**src/inc/serial_cfg_pkg.sv**
```systemverilog
// serial port configuration and system clock pll register bank constants
// assumes: 16-bit instruction serial port, 8-bit registers, 13-bit address
package serial_cfg_pkg;

   // ****************************************
   // framing
   // ****************************************
   localparam int BYTE_W = 8;
   localparam int INSTR_W = 16;
   localparam int ADDR_W = 13;
   localparam int RW_BIT = 15;

   // ****************************************
   // register offsets
   // ****************************************
   localparam logic [ADDR_W-1:0] ADR_SERIAL_CFG = 13'h0000;
   localparam logic [ADDR_W-1:0] ADR_RESERVED = 13'h0001;
   localparam logic [ADDR_W-1:0] ADR_SILICON_REV = 13'h0002;
   localparam logic [ADDR_W-1:0] ADR_PART_ID = 13'h0003;
   localparam logic [ADDR_W-1:0] ADR_READBACK = 13'h0004;
   localparam logic [ADDR_W-1:0] ADR_XFER_STROBE = 13'h0005;
   localparam logic [ADDR_W-1:0] ADR_PLL_PUMP_LOCK = 13'h0100;
   localparam logic [ADDR_W-1:0] ADR_PLL_FB_RATIO = 13'h0101;

   // ****************************************
   // field positions
   // ****************************************
   localparam int CFG_FOUR_WIRE = 7;
   localparam int CFG_LSB_FIRST = 6;
   localparam int CFG_SOFT_RESET = 5;
   localparam int CFG_LONG_INSTR = 4;
   localparam int RB_SEL_BUFFER = 0;
   localparam int XFER_GO = 0;
   localparam int PLL_EXT_FILTER = 7;
   localparam int PLL_PUMP_MANUAL = 6;
   localparam int PLL_PUMP_CUR_HI = 5;
   localparam int PLL_PUMP_CUR_LO = 3;
   localparam int PLL_LOCK_OFF = 2;
   localparam int PLL_LOCK_DEPTH_HI = 1;
   localparam int PLL_LOCK_DEPTH_LO = 0;

   // ****************************************
   // reset values
   // ****************************************
   localparam logic [BYTE_W-1:0] PLL_PUMP_LOCK_RST = 8'h18;
   localparam logic [BYTE_W-1:0] PLL_FB_RATIO_RST = 8'h28;
   localparam logic [BYTE_W-1:0] ZERO_BYTE = 8'h00;

endpackage

```
**src/pin_sync.sv**
```systemverilog
// two flip-flop synchroniser for the serial and multifunction pins
// assumes: inputs are asynchronous to ref_clk; reset value chosen per bit
`timescale 1ns/1ps
module pin_sync import serial_cfg_pkg::*; #(
   parameter int WIDTH = 1,
   parameter logic [WIDTH-1:0] RST_VAL = '0
) (
   // clock and reset
   input wire logic ref_clk,
   input wire logic arst_n,
   input wire logic clk_en,
   // pins and synchronised copy
   input wire logic [WIDTH-1:0] async_in,
   output logic [WIDTH-1:0] sync_out
);

   if (WIDTH < 1) begin : g_chk
      $error("pin_sync needs WIDTH of at least 1");
   end

   typedef struct packed {
      logic [WIDTH-1:0] meta;
      logic [WIDTH-1:0] stable;
   } sync_t;

   sync_t s_q, s_d;

   // the first stage feeds only the second
   always_comb begin
      s_d = s_q;
      s_d.meta = async_in;
      s_d.stable = s_q.meta;
   end

   always_ff @(posedge ref_clk or negedge arst_n) begin
      if (!arst_n) begin
         s_q <= '{meta: RST_VAL, stable: RST_VAL};
      end else if (clk_en) begin
         s_q <= s_d;
      end
   end

   assign sync_out = s_q.stable;

endmodule

```
**src/serial_shifter.sv**
```systemverilog
// serial bit engine: assembles received bytes and shifts read data out
// assumes: rise/fall are one-cycle pulses of the synchronised serial clock
`timescale 1ns/1ps
module serial_shifter import serial_cfg_pkg::*; #(
   parameter int WIDTH = BYTE_W
) (
   // clock and reset
   input wire logic ref_clk,
   input wire logic arst_n,
   input wire logic clk_en,
   // serial clock events
   input wire logic start,
   input wire logic rise,
   input wire logic fall,
   input wire logic din,
   input wire logic lsb_first,
   // receive side
   output logic byte_done,
   output logic [WIDTH-1:0] rx_byte,
   // transmit side
   input wire logic load,
   input wire logic [WIDTH-1:0] load_data,
   output logic tx_bit
);

   localparam int CW = $clog2(WIDTH);

   if (WIDTH < 2) begin : g_chk
      $error("serial_shifter needs WIDTH of at least 2");
   end

   typedef struct packed {
      logic [CW-1:0] cnt;
      logic [WIDTH-1:0] rx;
      logic [WIDTH-1:0] tx;
      logic bit_o;
      logic done;
   } shift_t;

   shift_t s_q, s_d;

   always_comb begin
      s_d = s_q;
      s_d.done = 1'b0;
      if (start) begin
         s_d.cnt = '0;
      end
      if (rise) begin
         s_d.rx = lsb_first ? {din, s_q.rx[WIDTH-1:1]} : {s_q.rx[WIDTH-2:0], din};
         s_d.done = (s_q.cnt == CW'(WIDTH - 1));
         s_d.cnt = s_d.done ? '0 : s_q.cnt + 1'b1;
      end
      // no shift on the fall that opens a byte: a fresh load already shows its first bit
      if (load) begin
         s_d.tx = load_data;
         s_d.bit_o = lsb_first ? load_data[0] : load_data[WIDTH-1];
      end else if (fall && s_q.cnt != '0) begin
         s_d.tx = lsb_first ? {1'b0, s_q.tx[WIDTH-1:1]} : {s_q.tx[WIDTH-2:0], 1'b0};
         s_d.bit_o = lsb_first ? s_q.tx[1] : s_q.tx[WIDTH-2];
      end
   end

   always_ff @(posedge ref_clk or negedge arst_n) begin
      if (!arst_n) begin
         s_q <= '0;
      end else if (clk_en) begin
         s_q <= s_d;
      end
   end

   assign byte_done = s_q.done;
   assign rx_byte = s_q.rx;
   assign tx_bit = s_q.bit_o;
endmodule

```
**src/serial_cfg_and_system_timebase_input_pll_regs.sv**
```systemverilog
// serial-port reached register bank: port setup, identity, readback,
// buffered system clock pll controls with a transfer strobe
// assumes: host uses 16-bit instructions, serial clock phases last 8+ ref_clk
//
// What this block does
// - bit 7 picks three-wire or four-wire SDO
// - bit 6 picks msb-first or lsb-first order
// - bit 5 resets bank, starts NVM load only if a multifunction pin 7..3 is high
// - bit 4 reads one; only 16-bit instructions
// - read-only silicon revision code at 0x0002
// - read-only part identity code at 0x0003
// - readback select: active or buffered values
// - transfer strobe copies buffers, then self-clears
// - bit 7 selects internal or external filter
// - charge pump auto/manual, 3-bit current code
// - bit 2 disables the lock detect timer
// - bits 1:0 pick lock timer depth
// - feedback divide ratio, default 40, 6..255
`timescale 1ns/1ps
module serial_cfg_and_system_timebase_input_pll_regs import serial_cfg_pkg::*; #(
   // arbitrary neutral values, not any real part's codes
   parameter logic [BYTE_W-1:0] REVISION_CODE = 8'h5a,
   parameter logic [BYTE_W-1:0] PART_CODE = 8'ha5
) (
   // clock, reset, enable
   input wire logic ref_clk,
   input wire logic arst_n,
   input wire logic clk_en,
   // serial port pins
   input wire logic sclk,
   input wire logic cs_n,
   input wire logic sdio_i,
   output logic sdio_o,
   output logic sdio_oe,
   output logic sdo_o,
   output logic sdo_oe,
   // multifunction pins 7 down to 3
   input wire logic [4:0] mf_pins_hi,
   // device reset and nonvolatile download
   output logic soft_reset_pulse,
   output logic nvm_download_start,
   // serial port mode as applied
   output logic four_wire_mode,
   output logic lsb_first_mode,
   // system clock pll controls (active copies)
   output logic ext_loop_filter,
   output logic pump_manual,
   output logic [2:0] pump_current_code,
   output logic lock_timer_off,
   output logic [1:0] lock_timer_depth,
   output logic [BYTE_W-1:0] fb_divide
);

   // ****************************************
   // types and state
   // ****************************************
   typedef enum logic [1:0] {
      ST_IDLE = 2'b00,
      ST_INSTR0 = 2'b01,
      ST_INSTR1 = 2'b10,
      ST_DATA = 2'b11
   } frame_st_t;

   typedef struct packed {
      frame_st_t st;
      logic [BYTE_W-1:0] first;
      logic rd;
      logic [ADDR_W-1:0] addr;
      logic load;
      logic frame_lsb;
      logic four_wire;
      logic lsb_first;
      logic srst;
      logic nvm;
      logic rb_buf;
      logic upd;
      logic [BYTE_W-1:0] pll_buf;
      logic [BYTE_W-1:0] pll_act;
      logic [BYTE_W-1:0] div_buf;
      logic [BYTE_W-1:0] div_act;
      logic sclk_p;
      logic cs_p;
   } bank_t;

   localparam bank_t BANK_RST = '{
      st: ST_IDLE,
      first: ZERO_BYTE,
      rd: 1'b0,
      addr: '0,
      load: 1'b0,
      frame_lsb: 1'b0,
      four_wire: 1'b0,
      lsb_first: 1'b0,
      srst: 1'b0,
      nvm: 1'b0,
      rb_buf: 1'b0,
      upd: 1'b0,
      pll_buf: PLL_PUMP_LOCK_RST,
      pll_act: PLL_PUMP_LOCK_RST,
      div_buf: PLL_FB_RATIO_RST,
      div_act: PLL_FB_RATIO_RST,
      sclk_p: 1'b0,
      cs_p: 1'b1
   };

   bank_t s_q, s_d;

   // ****************************************
   // pin synchronisers
   // ****************************************
   logic [7:0] pins_s;
   logic sclk_s;
   logic cs_s;
   logic sdio_s;
   logic [4:0] mf_s;

   pin_sync #(
      .WIDTH(8),
      .RST_VAL(8'h02)
   ) u_sync (
      .ref_clk(ref_clk),
      .arst_n(arst_n),
      .clk_en(clk_en),
      .async_in({mf_pins_hi, sdio_i, cs_n, sclk}),
      .sync_out(pins_s)
   );

   assign sclk_s = pins_s[0];
   assign cs_s = pins_s[1];
   assign sdio_s = pins_s[2];
   assign mf_s = pins_s[7:3];

   // ****************************************
   // readback decode
   // ****************************************
   function automatic logic [BYTE_W-1:0] rd_mux(input logic [ADDR_W-1:0] a, input bank_t b);
      logic [BYTE_W-1:0] v;
      v = ZERO_BYTE;
      unique case (a)
         ADR_SERIAL_CFG: begin
            v[CFG_FOUR_WIRE] = b.four_wire;
            v[CFG_LSB_FIRST] = b.lsb_first;
            v[CFG_SOFT_RESET] = b.srst;
            v[CFG_LONG_INSTR] = 1'b1;
         end
         ADR_SILICON_REV: v = REVISION_CODE;
         ADR_PART_ID: v = PART_CODE;
         ADR_READBACK: v[RB_SEL_BUFFER] = b.rb_buf;
         ADR_XFER_STROBE: v[XFER_GO] = b.upd;
         ADR_PLL_PUMP_LOCK: v = b.rb_buf ? b.pll_buf : b.pll_act;
         ADR_PLL_FB_RATIO: v = b.rb_buf ? b.div_buf : b.div_act;
         default: v = ZERO_BYTE;
      endcase
      return v;
   endfunction

   // ****************************************
   // serial bit engine
   // ****************************************
   logic active;
   logic rise;
   logic fall;
   logic cs_fall;
   logic byte_done;
   logic [BYTE_W-1:0] rx_byte;
   logic [BYTE_W-1:0] tx_data;
   logic tx_bit;

   assign active = (s_q.st != ST_IDLE) && !cs_s;
   assign rise = active && sclk_s && !s_q.sclk_p;
   assign fall = active && !sclk_s && s_q.sclk_p;
   assign cs_fall = !cs_s && s_q.cs_p;
   assign tx_data = rd_mux(s_q.addr, s_q);

   serial_shifter #(
      .WIDTH(BYTE_W)
   ) u_shift (
      .ref_clk(ref_clk),
      .arst_n(arst_n),
      .clk_en(clk_en),
      .start(cs_fall),
      .rise(rise),
      .fall(fall),
      .din(sdio_s),
      .lsb_first(s_q.frame_lsb),
      .byte_done(byte_done),
      .rx_byte(rx_byte),
      .load(s_q.load),
      .load_data(tx_data),
      .tx_bit(tx_bit)
   );

   // ****************************************
   // frame and register update
   // ****************************************
   always_comb begin
      logic [INSTR_W-1:0] instr;
      instr = '0;
      s_d = s_q;
      s_d.load = 1'b0;
      if (s_q.srst) begin
         // whole bank back to defaults; edge history kept to avoid a false frame start
         s_d = BANK_RST;
      end else begin
         if (s_q.upd) begin
            s_d.pll_act = s_q.pll_buf;
            s_d.div_act = s_q.div_buf;
            s_d.upd = 1'b0;
         end
         if (cs_s) begin
            s_d.st = ST_IDLE;
         end else if (cs_fall) begin
            // order frozen per frame so a mode write cannot tear the frame
            s_d.st = ST_INSTR0;
            s_d.frame_lsb = s_q.lsb_first;
         end else if (byte_done) begin
            unique case (s_q.st)
               ST_INSTR0: begin
                  s_d.first = rx_byte;
                  s_d.st = ST_INSTR1;
               end
               ST_INSTR1: begin
                  // fixed 16-bit instruction: r/w, two length bits, address
                  instr = s_q.frame_lsb ? {rx_byte, s_q.first} : {s_q.first, rx_byte};
                  s_d.rd = instr[RW_BIT];
                  s_d.addr = instr[ADDR_W-1:0];
                  s_d.load = instr[RW_BIT];
                  s_d.st = ST_DATA;
               end
               ST_DATA: begin
                  if (!s_q.rd) begin
                     unique case (s_q.addr)
                        ADR_SERIAL_CFG: begin
                           s_d.four_wire = rx_byte[CFG_FOUR_WIRE];
                           s_d.lsb_first = rx_byte[CFG_LSB_FIRST];
                           s_d.srst = rx_byte[CFG_SOFT_RESET];
                           s_d.nvm = rx_byte[CFG_SOFT_RESET] && (mf_s != '0);
                        end
                        ADR_READBACK: s_d.rb_buf = rx_byte[RB_SEL_BUFFER];
                        // a new strobe beats the clear of the previous one
                        ADR_XFER_STROBE: s_d.upd = s_d.upd | rx_byte[XFER_GO];
                        ADR_PLL_PUMP_LOCK: s_d.pll_buf = rx_byte;
                        ADR_PLL_FB_RATIO: s_d.div_buf = rx_byte;
                        default: s_d.rd = 1'b0;
                     endcase
                  end
                  // streaming walks upward in lsb-first order, downward otherwise
                  s_d.addr = s_q.frame_lsb ? s_q.addr + 1'b1 : s_q.addr - 1'b1;
                  s_d.load = s_q.rd;
               end
               ST_IDLE: s_d.st = ST_IDLE;
            endcase
         end
      end
      s_d.sclk_p = sclk_s;
      s_d.cs_p = cs_s;
   end

   always_ff @(posedge ref_clk or negedge arst_n) begin
      if (!arst_n) begin
         s_q <= BANK_RST;
      end else if (clk_en) begin
         s_q <= s_d;
      end
   end

   // ****************************************
   // outputs
   // ****************************************
   logic reading;

   assign reading = (s_q.st == ST_DATA) && s_q.rd && !cs_s;
   assign sdio_o = tx_bit;
   assign sdo_o = tx_bit;
   assign sdio_oe = reading && !s_q.four_wire;
   assign sdo_oe = reading && s_q.four_wire;
   assign soft_reset_pulse = s_q.srst;
   assign nvm_download_start = s_q.nvm;
   assign four_wire_mode = s_q.four_wire;
   assign lsb_first_mode = s_q.lsb_first;
   assign ext_loop_filter = s_q.pll_act[PLL_EXT_FILTER];
   assign pump_manual = s_q.pll_act[PLL_PUMP_MANUAL];
   assign pump_current_code = s_q.pll_act[PLL_PUMP_CUR_HI:PLL_PUMP_CUR_LO];
   assign lock_timer_off = s_q.pll_act[PLL_LOCK_OFF];
   assign lock_timer_depth = s_q.pll_act[PLL_LOCK_DEPTH_HI:PLL_LOCK_DEPTH_LO];
   assign fb_divide = s_q.div_act;

   logic [BYTE_W-1:0] cfg_view;
   assign cfg_view = rd_mux(ADR_SERIAL_CFG, s_q);

   logic pll_act_ok;
   logic div_act_ok;
   logic [BYTE_W-1:0] pll_buf_p;
   logic [BYTE_W-1:0] div_buf_p;

   always_ff @(posedge ref_clk or negedge arst_n) begin
      if (!arst_n) begin
         pll_buf_p <= PLL_PUMP_LOCK_RST;
         div_buf_p <= PLL_FB_RATIO_RST;
      end else if (clk_en) begin
         pll_buf_p <= s_q.pll_buf;
         div_buf_p <= s_q.div_buf;
      end
   end

   assign pll_act_ok = (s_q.pll_act == pll_buf_p);
   assign div_act_ok = (fb_divide == div_buf_p);
endmodule

```
**config.mk**
```make
export PLATFORM = sky130hd
export DESIGN_NAME = serial_cfg_and_system_timebase_input_pll_regs
export DESIGN_NICKNAME = d
export VERILOG_FILES = /design/src/inc/serial_cfg_pkg.sv /design/src/pin_sync.sv /design/src/serial_shifter.sv /design/src/serial_cfg_and_system_timebase_input_pll_regs.sv
export SDC_FILE = /design/constraint.sdc
export NUM_CORES = 1
export LEC_CHECK = 0
export BUFFER_PORTS_ARGS = -buffer_cell sky130_fd_sc_hd__buf_4
export CAP_MARGIN = 20
export CORE_MARGIN = 4
export CORE_UTILIZATION = 50
export DETAILED_ROUTE_END_ITERATION = 10
export GPL_TIMING_DRIVEN = 0
export PLACE_DENSITY = 0.67
export SYNTH_ARGS = -nofsm -noshare
export SYNTH_HDL_FRONTEND = slang
export SYNTH_HIERARCHICAL = 1
export SYNTH_SLANG_ARGS = --single-unit
```
**constraint.sdc**
```tcl
create_clock -name ref_clk -period 3.39 [get_ports ref_clk]
set_input_delay 0.339 -clock ref_clk [delete_from_list [all_inputs] [get_ports ref_clk]]
set_output_delay 0.339 -clock ref_clk [all_outputs]
set_load 0.02 [all_outputs]
```
# --- Word-level counts from Yosys, hierarchy flattened ---
# Index checks and enable logic that the tools add are counted.
op_classes:
  bitwise_logic: 1
  eq_ne: 13
  reduce_logical: 47
  muxes: 45
  add_sub_neg: 3
op_table:
  columns: ["op", "n"]
  rows:
  - ["2-to-1 mux 8 bit", 14]
  - ["2-to-1 mux 64 bit", 1]
  - ["2-to-1 mux 14 bit", 4]
  - ["2-to-1 mux 38 bit", 1]
  - ["one-hot mux 15 bit (2 select lines)", 1]
  - ["AND reduction 7 bit", 4]
  - ["== test 13 x 2 -> 1 bit, second input constant", 2]
  - ["== test 13 x 3 -> 1 bit, second input constant", 2]
  - ["== test 13 x 9 -> 1 bit, second input constant", 2]
  - ["2-to-1 mux 25 bit", 1]
  - ["nonzero test 2 bit", 12]
  - ["2-to-1 mux 23 bit", 1]
  - ["one-hot mux 4 bit (5 select lines)", 1]
  - ["2-to-1 mux 9 bit", 2]
  - ["2-to-1 mux 16 bit", 1]
  - ["adder 13 x 1 -> 13 bit, second input constant", 1]
  - ["logical NOT 13 bit", 1]
  - ["2-to-1 mux 13 bit", 1]
  - ["subtractor 13 x 1 -> 13 bit, second input constant", 1]
  - ["logical AND 1 bit", 12]
  - ["one-hot mux 3 bit (4 select lines)", 1]
  - ["2-to-1 mux 11 bit", 1]
  - ["AND reduction 5 bit", 2]
  - ["2-to-1 mux 1 bit", 8]
  - ["other kinds (19)", 32]
word_totals:
  ff_bits: 103
  in_bits: 11
  output_inout_bits: 24

# --- Longest topological paths before layout ---
# Gate-level depths: netlist of the first run.
logic_depth:
  depth_word: 9
  ltp_mapped: 10
  mapped_depth_nobuf: 8

# --- Cells and area by module ---
# Netlist of the first run, hierarchy kept.
by_module_without_submodules:
  columns: ["mod", "cells_per_inst", "area_per_inst_um2", "seq_area_each_um2", "instances"]
  rows:
  - ["serial_cfg_and_system_timebase_input_pll_regs", 463, 4322.9, 1662.8, 1]
  - ["serial_shifter", 111, 1163.6, 525.5, 1]
  - ["pin_sync", 34, 651.9, 402.9, 1]

# --- Worst setup path before layout of the first run ---
# No wires, ideal clock.
synth_path:
  kind: "reg2reg"
  startpoint: "register s_q[40] (netlist bit)"
  endpoint: "register s_q[48] (netlist bit)"
  setup_ns: 0.104
  period_less_slack_ns: 2.857
  path_stages_with_launch: 10
  required_ns: 3.286
  setup_slack_ns: 0.533
  t_arrival_ns: 2.753
  path_cell_list: "dfrtp_1 -> clkbuf_1 -> clkbuf_1 -> inv_1 -> ha_1 -> and2_1 -> a221oi_1 -> and3_1 -> o21ai_0 -> a221oi_1"
synth_via:
  elab_chain_len: 6
  word_cells_on_any_way: 7
  classes_between: "mux (7)"
synth_lines:
  columns: ["element", "line_no", "source"]
  rows:
  - ["from (decl)", "serial_cfg_and_system_timebase_input_pll_regs.sv:106", "bank_t s_q, s_d;"]
  - ["from (signal assigned)", "serial_cfg_and_system_timebase_input_pll_regs.sv:261", "s_q <= BANK_RST;"]
  - ["from (signal assigned)", "serial_cfg_and_system_timebase_input_pll_regs.sv:263", "s_q <= s_d;"]
  - ["2-to-1 mux 13 bit / 2-to-1 mux 16 bit (equally long branches)", "serial_cfg_and_system_timebase_input_pll_regs.sv:248, serial_cfg_and_system_timebase_input_pll_regs.sv:224", null]
  - ["one-hot mux 15 bit (2 select lines) *", "serial_cfg_and_system_timebase_input_pll_regs.sv:217", "unique case (s_q.st)"]
  - ["2-to-1 mux 25 bit *", "serial_cfg_and_system_timebase_input_pll_regs.sv:216", "end else if (byte_done) begin"]
  - ["2-to-1 mux 23 bit *", "serial_cfg_and_system_timebase_input_pll_regs.sv:212", "end else if (cs_fall) begin"]
  - ["2-to-1 mux 38 bit *", "serial_cfg_and_system_timebase_input_pll_regs.sv:210", "if (cs_s) begin"]
  - ["2-to-1 mux 64 bit *", "serial_cfg_and_system_timebase_input_pll_regs.sv:201", "if (s_q.srst) begin"]
# Every way passes the cells marked *; elsewhere a longest branch is shown, timed or not. The select of a mux whose other input is x is not followed.
# A chain may end at the register's enable or synchronous reset.

# --- Worst setup path after layout of the first run ---
layout_path:
  startpoint: "register s_q[40] (netlist bit)"
  endpoint: "register s_q[52] (netlist bit)"
# The elaborated chain is that of the path after synthesis.

==> results of run 1 <==
[stage by stage]
stage	instances	utilization, %	total power (uW)	instance area (sq um)
after floorplan	608	-	1840	6138
after global placement	789	54.76	2022	6578
after detailed placement	790	54.99	2048	6605
after CTS	806	57.21	3008	6872
after global routing	805	57.23	3133	6874
final	805	57.23	2984	6874
[per-layer routing]
| metal | track usage (%) | vias up |
|---|---|---|
| li1 | - | 2266 |
| met1 | 29.12 | 2359 |
| met2 | 33.96 | 141 |
| met3 | 3.397 | 39 |
| met4 | 8.979 | 0 |
| met5 | 0 | - |
[critical path: stages (launching register included)]
cell and delay, ns:
dfrtp_1 0.57, clkbuf_2 0.35, inv_1 0.31, ha_1 0.44, and2_1 0.20, a221oi_2 0.41, a21oi_1 0.16, o21a_1 0.19
o31ai_1 0.21
[sequential cells by signal, summed over array words and instances (netlist names), 2 cells and up]
| register | count |
|---|---|
| pump_current_code | 3 |
| fb_divide | 8 |
| u_sync/s_d | 8 |
| u_sync/sync_out | 8 |
| u_shift/rx_byte | 8 |
| u_shift/s_q | 11 |
| lock_timer_depth | 2 |
| s_q | 46 |
[kinds of logic (layout without fill, tap and decap cells)]
group	Yosys count	in the layout	share of synthesized area [%]
simple gates	187	187	16.31
compound gates	140	140	14.39
flops	103	103	42.21
mux	82	82	15.88
buf+inv	72	122	6.502
fa+ha+maj	19	19	3.995
xor+xnor	5	5	0.7134
[final timing paths]
| kind | start | to | cells past startpoint |
|---|---|---|---|
| min | arst_n | u_shift/s_q[7] | 1 |
| max reg2reg | s_q[40] | s_q[52] | 8 |
| min in group ref_clk | mf_pins_hi[0] | u_sync/s_d[3] | 2 |
| max | s_q[40] | s_q[52] | 8 |
| min reg2reg | fb_divide[3] | fb_divide[3] | 2 |
| max in group asynchronous | arst_n | s_q[15] | 2 |
[where the power goes]
group,internal [uW],switching [uW]
clock,520,434
sequential,1350,93.3
combinational,274,314
[cell usage in the layout, fill, tap and decap left out, drive strengths merged, types with 13 or more instances in the layout]
cell type / n
dfrtp: 92
nand2: 78
buf: 71
o21ai: 51
mux2: 44
mux2i: 34
clkbuf: 32
a21oi: 31
nor2: 31
ha: 18
inv: 17
nand3: 17
o31ai: 16
nor3: 13
[layout make-up]
| type | count | share of cell area (%) |
|---|---|---|
| multi-input combinational | 433 | 45.89 |
| sequential | 103 | 37.70 |
| buffer | 53 | 4.787 |
| timing repair buffer | 35 | 4.114 |
| clock buffer | 15 | 3.750 |
| tap | 147 | 2.676 |
| inverter | 18 | 0.9829 |
| clock inverter | 1 | 0.1092 |
[repair_timing]
action / 4_1_cts / 5_1_grt
resized for setup: 1 / 1
buffers inserted: 0 / 0
setup endpoints to repair: 4 / 4
pin swaps: 0 / 0
hold endpoints to repair: 0 / 0
==> flow_summary_export.csv, run 1 <==
group,metric,value,unit
run_status,outcome,"finished clean",
sta,worst_slew_pin_slew,0.8984,ns
yosys,synthMostInstantiatedCell,"dfrtp_1",
global_routing,grt_pass1_wl,24.32,mm
sta,period_share,87.55,%
global_routing,antenna_found_initial,0,
global_routing,grt_pass1_vias,4827,
route,drt_first_pass_iters,6,
clocking,cts_tree,"yes",
global_routing,grt_usage,21.38,%
setup_path,crit_required,3.63,ns
job,drv_cap,0,
yosys,synth_top_cell_area_share,37.51,%
clocking,cts_buffer_depth,2,
clocking,clk_pin_slew,0.07,ns
yosys,synthArstFlopShare,100.0,%
route,ant_nets,0,
route,wl_met1,6.507,mm
layout,nets,683,
setup_path,r2r_setup_slack,0.42,ns
sta,fin_tns_setup,0,ns
floorplanning,die-area,14110,sq um
yosys,yosysWarnings,6,
setup_path,setup.worst_path.class,"register to register",
layout,multi_input_area,3154,sq um
placement,pre_cts_ws,-0.1627,ns
floorplanning,core_area,12010,sq um
yosys,synth_area,6138,sq um
clocking,h-tree-depth,3,
route,highest_layer,"met4",
yosys,syn_nets,638,
placement,place.gp.congestion,0.8560,
floorplanning,die_h,118.8,um
route,vias,4805,
route,drt_drc_violations_left,0,
floorplanning,die_x,118.8,um
layout,syn_to_final_growth,11.99,%
layout,num-fill-cells,1030,
yosys,syn_inst,608,
route,routed-wl-met3,659,um
clocking,cts.sinks,103,
sta,drv_slew,0,
power,ir_drop,234.8,uV
route,viasPerCell,5.969,
route,wl_per_cell,17.98,um
power,powerDensity,434.1,nW/um^2
sta,post-route-min-period,2.968,ns
global_routing,grt_overflow,0,
power,power_leakage,0.002981,uW
yosys,avgSynthCellArea,10.10,sq um
route,drt_iter0_markers,462,
yosys,ys_ff_latch,103,
route,wl_met2,6.898,mm
yosys,synth_top_area_cell,"dfrtp_1",
hold_path,hp-class,"input pin to asynchronous set/reset pin",
route,routed_wl,14.47,mm
clocking,clk_latency,0.34,ns
yosys,synthFlopType,"dfrtp_1",
clocking,cts_buffers,9,
clocking,holdBufCountCts,0,
layout,drive_gt1_share,24.16,%
setup_path,arrival,3.21,ns
sta,relSlewSlack,39.55,%
sta,rsz0062_at_grt,"no",
global_routing,grt_max_degree,53,
yosys,synthTopCellsByCount,"92 x dfrtp_1, 78 x nand2_1, 49 x o21ai_0",
setup_path,start_kind,"register",
placement,io_buffers,34,
layout,antenna_cells,0,
layout,seq_area,2591,sq um
sta,max_freq,0.3370,GHz
yosys,yosysUniqueCellTypes,67,
yosys,synth-edff-count,0,
sta,skew,0.007452,ns
floorplanning,num_rows,40,
sta,setup_slack,0.4222,ns
setup_path,crit_path_end_kind,"register",
placement,hpwl,10.79,mm
floorplanning,ios,35,
setup_path,crit_fanout,12,
sta,setup_viol,0,
clocking,cts_root_buffer,"clkbuf_16",
sta,worst_hold_slack,0.02795,ns
sta,hold_violations,0,
yosys,ys_seq_area_share,42.21,%
yosys,synth_area_leaders,"dfrtp_1 38%, mux2_2 5.7%, mux2i_1 5.5%",
floorplanning,start_util,51.10,%
Note: power is estimated with default switching activity, not from simulation.
==> run 2: changes to the inputs <==
- ABC_AREA: not set -> 1
==> flow_summary_export.csv, run 2 <==
group,metric,value,unit
sta,rsz0062_at_grt,"no",
sta,drv_slew,0,
route,wl_per_cell,15.43,um
route,vias,5656,
clocking,clk_pin_slew,0.07,ns
setup_path,crit_family,"buffers and inverters",
yosys,synthTopCellsByCount,"274 x nand2_1, 94 x inv_1, 92 x dfrtp_1",
setup_path,crit_fanout,15,
layout,syn_to_final_growth,12.58,%
power,power_leakage,0.003617,uW
setup_path,cpPeakStageDelay,0.50,ns
setup_path,worstReg2RegStart,"s_q[40]",
placement,place.gp.congestion,0.9333,
setup_path,r2r-end,"s_q[47]",
layout,nets,941,
setup_path,start_kind,"register",
job,drv_cap,0,
setup_path,crit_required,3.66,ns
floorplanning,ios,35,
floorplanning,start_util,51.99,%
yosys,syn_inst,864,
layout,layout_commonest_cell,"nand2_1",
setup_path,critical_path_buf_inv_count,2,
clocking,ctsResizeCount,0,
power,ir_drop,416.4,uV
floorplanning,die_h,120.9,um
sta,max_freq,0.3481,GHz
sta,post-route-min-period,2.873,ns
route,drt_drc_violations_left,0,
setup_path,crit_cells,12,
sta,period_share,84.75,%
yosys,synth_area_leaders,"dfrtp_1 36%, nand2_1 16%, o21ai_0 6.3%",
floorplanning,num_rows,40,
setup_path,cp_common_cell,"nand2_1",
floorplanning,die_x,120.9,um
yosys,synthFlopType,"dfrtp_1",
clocking,clk_latency,0.36,ns
yosys,synth_top_cell_area_share,36.11,%
sta,worst_slew_pin_slew,0.6463,ns
setup_path,crit_end,"s_q[47]",
placement,hpwl,12.62,mm
route,drt_first_pass_iters,5,
layout,largest-register,"s_q",
route,routed_wl,16.72,mm
global_routing,grt_max_degree,66,
yosys,synthMostInstantiatedCell,"nand2_1",
clocking,cts_tree,"yes",
floorplanning,die-area,14620,sq um
route,viasPerCell,5.218,
clocking,cts_buffer_depth,2,
global_routing,grt_pass1_vias,5442,
setup_path,r2r_cells,12,
sta,worst_hold_slack,0.1852,ns
clocking,post-cts-setup-buffers,0,
yosys,synth_top_area_cell,"dfrtp_1",
yosys,ys_ff_latch,103,
run_status,outcome,"finished clean",
clocking,cts_root_buffer,"clkbuf_16",
setup_path,crit_start,"s_q[40]",
setup_path,cp_cell_sequence,"clkbuf_1 > inv_1 > ha_1 > nand2_1 > nand3_1 > nand2_1 > nand2_1 > nand2_1 > nand2_1 > o21ai_0 > nand2_1 > o21ai_0",
yosys,synth_area,6375,sq um
sta,setup_viol,0,
hold_path,min_path_cells,3,
sta,skew,0.009051,ns
sta,relSlewSlack,56.86,%
setup_path,arrival,3.14,ns
layout,layout_common_cells,"274 x nand2_1, 94 x inv_1, 92 x dfrtp_1, 80 x o21ai_0, 59 x buf_4",
clocking,h-tree-depth,3,
route,drt_iter0_markers,576,
setup_path,setup.worst_path.class,"register to register",
yosys,ys_seq_area_share,40.65,%
clocking,cts.sinks,103,
sta,fin_tns_setup,0,ns
setup_path,cp_slowest_cell,"ha_1",
yosys,yosysWarnings,6,
clocking,cts_buffers,9,
global_routing,grt_usage,24.10,%
sta,hold_violations,0,
placement,io_buffers,34,
layout,drive_gt1_share,17.58,%
setup_path,crit_path_end_kind,"register",
route,ant_nets,0,
layout,largest_reg_flops,46,
yosys,synth-edff-count,0,
power,powerDensity,428.0,nW/um^2
setup_path,r2r_setup_slack,0.52,ns
layout,reg.largest.list,"s_q (46), u_shift/s_q (11)",
yosys,avgSynthCellArea,7.378,sq um
yosys,yosysUniqueCellTypes,44,
global_routing,grt_pass1_wl,27.97,mm
global_routing,grt_overflow,0,
hold_path,hp-class,"input pin to register",
yosys,syn_nets,894,
layout,antenna_cells,0,
global_routing,antenna_found_initial,0,
floorplanning,core_area,12260,sq um
yosys,synthArstFlopShare,100.0,%
clocking,holdBufCountCts,1,
-- run 2: where the power goes --
part           switching [uW]  internal, uW
registers                96.3          1340
clock network             472           597
logic                     333           229
total                     901          2170
-- run 2: per-layer routing --
| layer | GRT usage (%) | part of all wire (%) | vias to the layer above |
|---|---|---|---|
| met2 | 38.62 | 47 | 132 |
| met1 | 33.06 | 47 | 2640 |
| met4 | 7.720 | 1.8 | 0 |
| met5 | 0 | 0 | - |
| met3 | 4.522 | 4.3 | 28 |
| li1 | - | - | 2856 |
-- run 2: worst min path at each step --
stage,from,end
after floorplan,arst_n,ext_loop_filter
after global placement,u_sync/sync_out[7],u_sync/sync_out[7]
after detailed placement,arst_n,fb_divide[4]
after CTS,mf_pins_hi[0],u_sync/s_d[3]
after global routing,cs_n,u_sync/s_d[1]
final,mf_pins_hi[2],u_sync/s_d[5]
-- run 2: worst reg2reg max path, stage by stage, from the launching register on --
cell      delay (ns)
dfrtp_1         0.43
clkbuf_1        0.45
inv_1           0.47
ha_1            0.51
nand2_1         0.11
nand3_1         0.22
nand2_1         0.12
nand2_1         0.07
nand2_1         0.06
nand2_1         0.05
o21ai_0         0.15
nand2_1         0.07
o21ai_0         0.09
-- run 2: kinds of logic (layout without fill, tap and decap cells) --
logic type / Yosys count / in the layout / synth area share [%]
AO/OA/AOI/OAI: 156 / 156 / 14.17
XOR/XNOR: 2 / 2 / 0.2748
adder cells (fa/ha/maj): 19 / 19 / 3.847
buffers and inverters: 154 / 206 / 11.82
flip-flops: 103 / 103 / 40.65
multiplexers: 2 / 2 / 0.3533
AND/OR/NAND/NOR: 428 / 428 / 28.89
-- run 2: final cells by class --
class / instances / area, sq um
fillers: 1174 / 5085
multi-input cells: 607 / 3030
flip-flops and latches: 103 / 2591
inverters: 104 / 397.9
plain buffers: 50 / 355.3
repair buffers: 36 / 292.8
clock buffers: 12 / 246.5
well taps: 168 / 210.2
clock inverters: 4 / 52.55
-- run 2: per-stage QoR --
| stage | std cells | power (uW) | setup WS [ns] | util, % | cell area [sq um] |
|---|---|---|---|---|---|
| detailed placement | 1067 | 2021 | 0.5502 | 56.01 | 6868 |
| global placement | 1066 | 2001 | 0.5602 | 55.79 | 6840 |
| CTS | 1084 | 3098 | 0.5465 | 58.53 | 7177 |
| floorplan | 864 | 1822 | 1.209 | - | 6375 |
| global route | 1084 | 3228 | 0.2420 | 58.53 | 7177 |
| finish | 1084 | 3072 | 0.5170 | 58.53 | 7177 |
==> run 3: changes to the inputs <==
- clock period: 3.39 -> 2.7 ns (I/O delays scaled with it)
==> flow_summary_export.csv, run 3 (synthesized netlist as in run 2, its figures left out) <==
group,metric,value,unit
global_routing,grt_max_degree,66,
power,clkPwrFrac,34.8,%
power,power_leakage,0.003627,uW
setup_path,crit_start,"s_q[64]",
setup_path,r2r_cells,12,
sta,relSlewSlack,57.78,%
layout,antenna_cells,0,
power,intPower,2725,uW
placement,hpwl,12.62,mm
clocking,cts_buffer_depth,2,
floorplanning,die_h,120.9,um
sta,worst_slew_pin_slew,0.6333,ns
setup_path,crit_required,2.43,ns
clocking,cts.sinks,103,
global_routing,grt_overflow,0,
global_routing,grt_pass1_wl,27.98,mm
clocking,cts_buffers,9,
setup_path,crit_family,"buffers and inverters",
floorplanning,die-area,14620,sq um
floorplanning,core_area,12260,sq um
sta,skew,0.007792,ns
setup_path,setup.worst_path.class,"register to output port",
sta,hold_violations,0,
setup_path,crit_path_end_kind,"output port",
clocking,cts_root_buffer,"clkbuf_16",
power,powerDensity,536.1,nW/um^2
power,ir_drop,521.1,uV
setup_path,r2r_setup_slack,0.34,ns
layout,layout_common_cells,"274 x nand2_1, 93 x inv_1, 91 x dfrtp_1, 80 x o21ai_0, 62 x buf_4",
layout,drive_gt1_share,18.08,%
hold_path,hp-class,"input pin to register",
setup_path,arrival,2.16,ns
global_routing,antenna_found_initial,0,
sta,period_share,89.82,%
power,combPwrFrac,18.3,%
global_routing,grt_usage,24.13,%
floorplanning,ios,35,
setup_path,crit_cells,5,
global_routing,grt-busiest-layer,"met2",
setup_path,critical_path_buf_inv_count,2,
placement,place.gp.congestion,0.9333,
setup_path,cpPeakStageDelay,0.49,ns
clocking,clk_latency,0.36,ns
global_routing,grt_util_met3,4.662,%
global_routing,use_met2,38.73,%
layout,largest_reg_flops,46,
setup_path,worstReg2RegStart,"s_q[40]",
layout,syn_to_final_growth,12.95,%
placement,placed_cell_area,6868,sq um
floorplanning,start_util,51.99,%
layout,finalInstanceArea,7201,sq um
run_status,outcome,"finished clean",
setup_path,crit_end,"sdio_oe",
layout,layout_commonest_cell,"nand2_1",
setup_path,start_kind,"register",
power,seqPwrFrac,46.9,%
route,vias,5695,
setup_path,cp_cell_sequence,"ha_1 > clkbuf_1 > nand3_1 > nor2_1 > buf_4",
sta,setup_viol,0,
setup_path,r2r-end,"s_q[47]",
sta,max_freq,0.4124,GHz
sta,rsz0062_at_grt,"no",
clocking,h-tree-depth,3,
route,wl_per_cell,15.39,um
layout,postLayoutCoreUtil,58.72,%
route,ant_nets,0,
layout,nets,943,
global_routing,met1_usage,33.06,%
global_routing,grt_pass1_vias,5442,
clocking,cts_tree,"yes",
floorplanning,num_rows,40,
route,drt_drc_violations_left,0,
floorplanning,die_x,120.9,um
sta,drv_slew,0,
power,p_sw,1135,uW
setup_path,cp_slowest_cell,"clkbuf_1",
clocking,clk_pin_slew,0.07,ns
power,netSwitchingFraction,29.40,%
route,viasPerCell,5.244,
layout,reg.largest.list,"s_q (46), u_shift/s_q (11)",
layout,largest-register,"s_q",
sta,post-route-min-period,2.425,ns
placement,io_buffers,34,
route,drt_first_pass_iters,7,
job,drv_cap,0,
sta,worst_hold_slack,0.1169,ns
route,drt_iter0_markers,584,
route,routed_wl,16.71,mm
setup_path,crit_fanout,10,
## run 3: worst min path at each step
stage                               endpoint                from  cells after the start  slack [ns]
final                          u_sync/s_d[5]       mf_pins_hi[2]                      3        0.12
after global placement    u_sync/sync_out[7]  u_sync/sync_out[7]                      2        0.45
after floorplan              ext_loop_filter              arst_n                      0       -0.03
after detailed placement        fb_divide[4]              arst_n                      1        0.29
after global routing           u_sync/s_d[1]                cs_n                      3        0.12
after CTS                      u_sync/s_d[3]       mf_pins_hi[0]                      3        0.10
## run 3: area by class of cell
class                   count  area (sq um)
inverters                 104         401.6
fillers                  1171          5061
clock inverters             4         52.55
repair buffers             39         315.3
clock buffers              12         246.5
well taps                 168         210.2
plain buffers              49         351.6
flip-flops and latches    103          2592
multi-input cells         607          3030
## run 3: worst reg2reg max path, cell delays in order (launching register included)
cell	delay, ns
dfrtp_2	0.57
clkinvlp_4	0.16
buf_4	0.21
ha_1	0.40
nand2_1	0.11
nand3_1	0.22
nand2_1	0.12
nand2_1	0.07
nand2_1	0.06
nand2_1	0.05
o21ai_0	0.15
nand2_1	0.07
o21ai_0	0.09
## run 3: timing repair
item                                    in CTS  in global routing
cloned                                       0                  0
hold buffers                                 1                  0
buffers inserted                             3                  0
endpoints found under the hold margin       33                  0
gates resized for setup                      1                  1
endpoints found under the setup margin       9                  5
## run 3: metal layers
layer  wire, um  up-vias
met5          0        -
met4        255        0
met3        716       27
met2       7876      136
met1       7863     2673
li1           -     2859
## run 3: power groups by stage
stage	sequential, uW	clock [uW]	combinational (uW)
floorplan	1810	0	480
global placement	1830	0	686
detailed placement	1840	0	699
CTS	1810	1380	704
global route	1830	1440	780
finish	1810	1340	706
## run 3: metrics by stage
step	TNS, ns	cells	total power [uW]	setup WS, ns
4_1_cts	0	1086	3890	0.1520
3_3_place_gp	-0.7779	1066	2513	-0.1298
2_1_floorplan	0	864	2288	0.5191
5_1_grt	0	1086	4054	0.1066
6_report	0	1086	3860	0.2749
3_5_place_dp	-0.4665	1067	2537	-0.1398
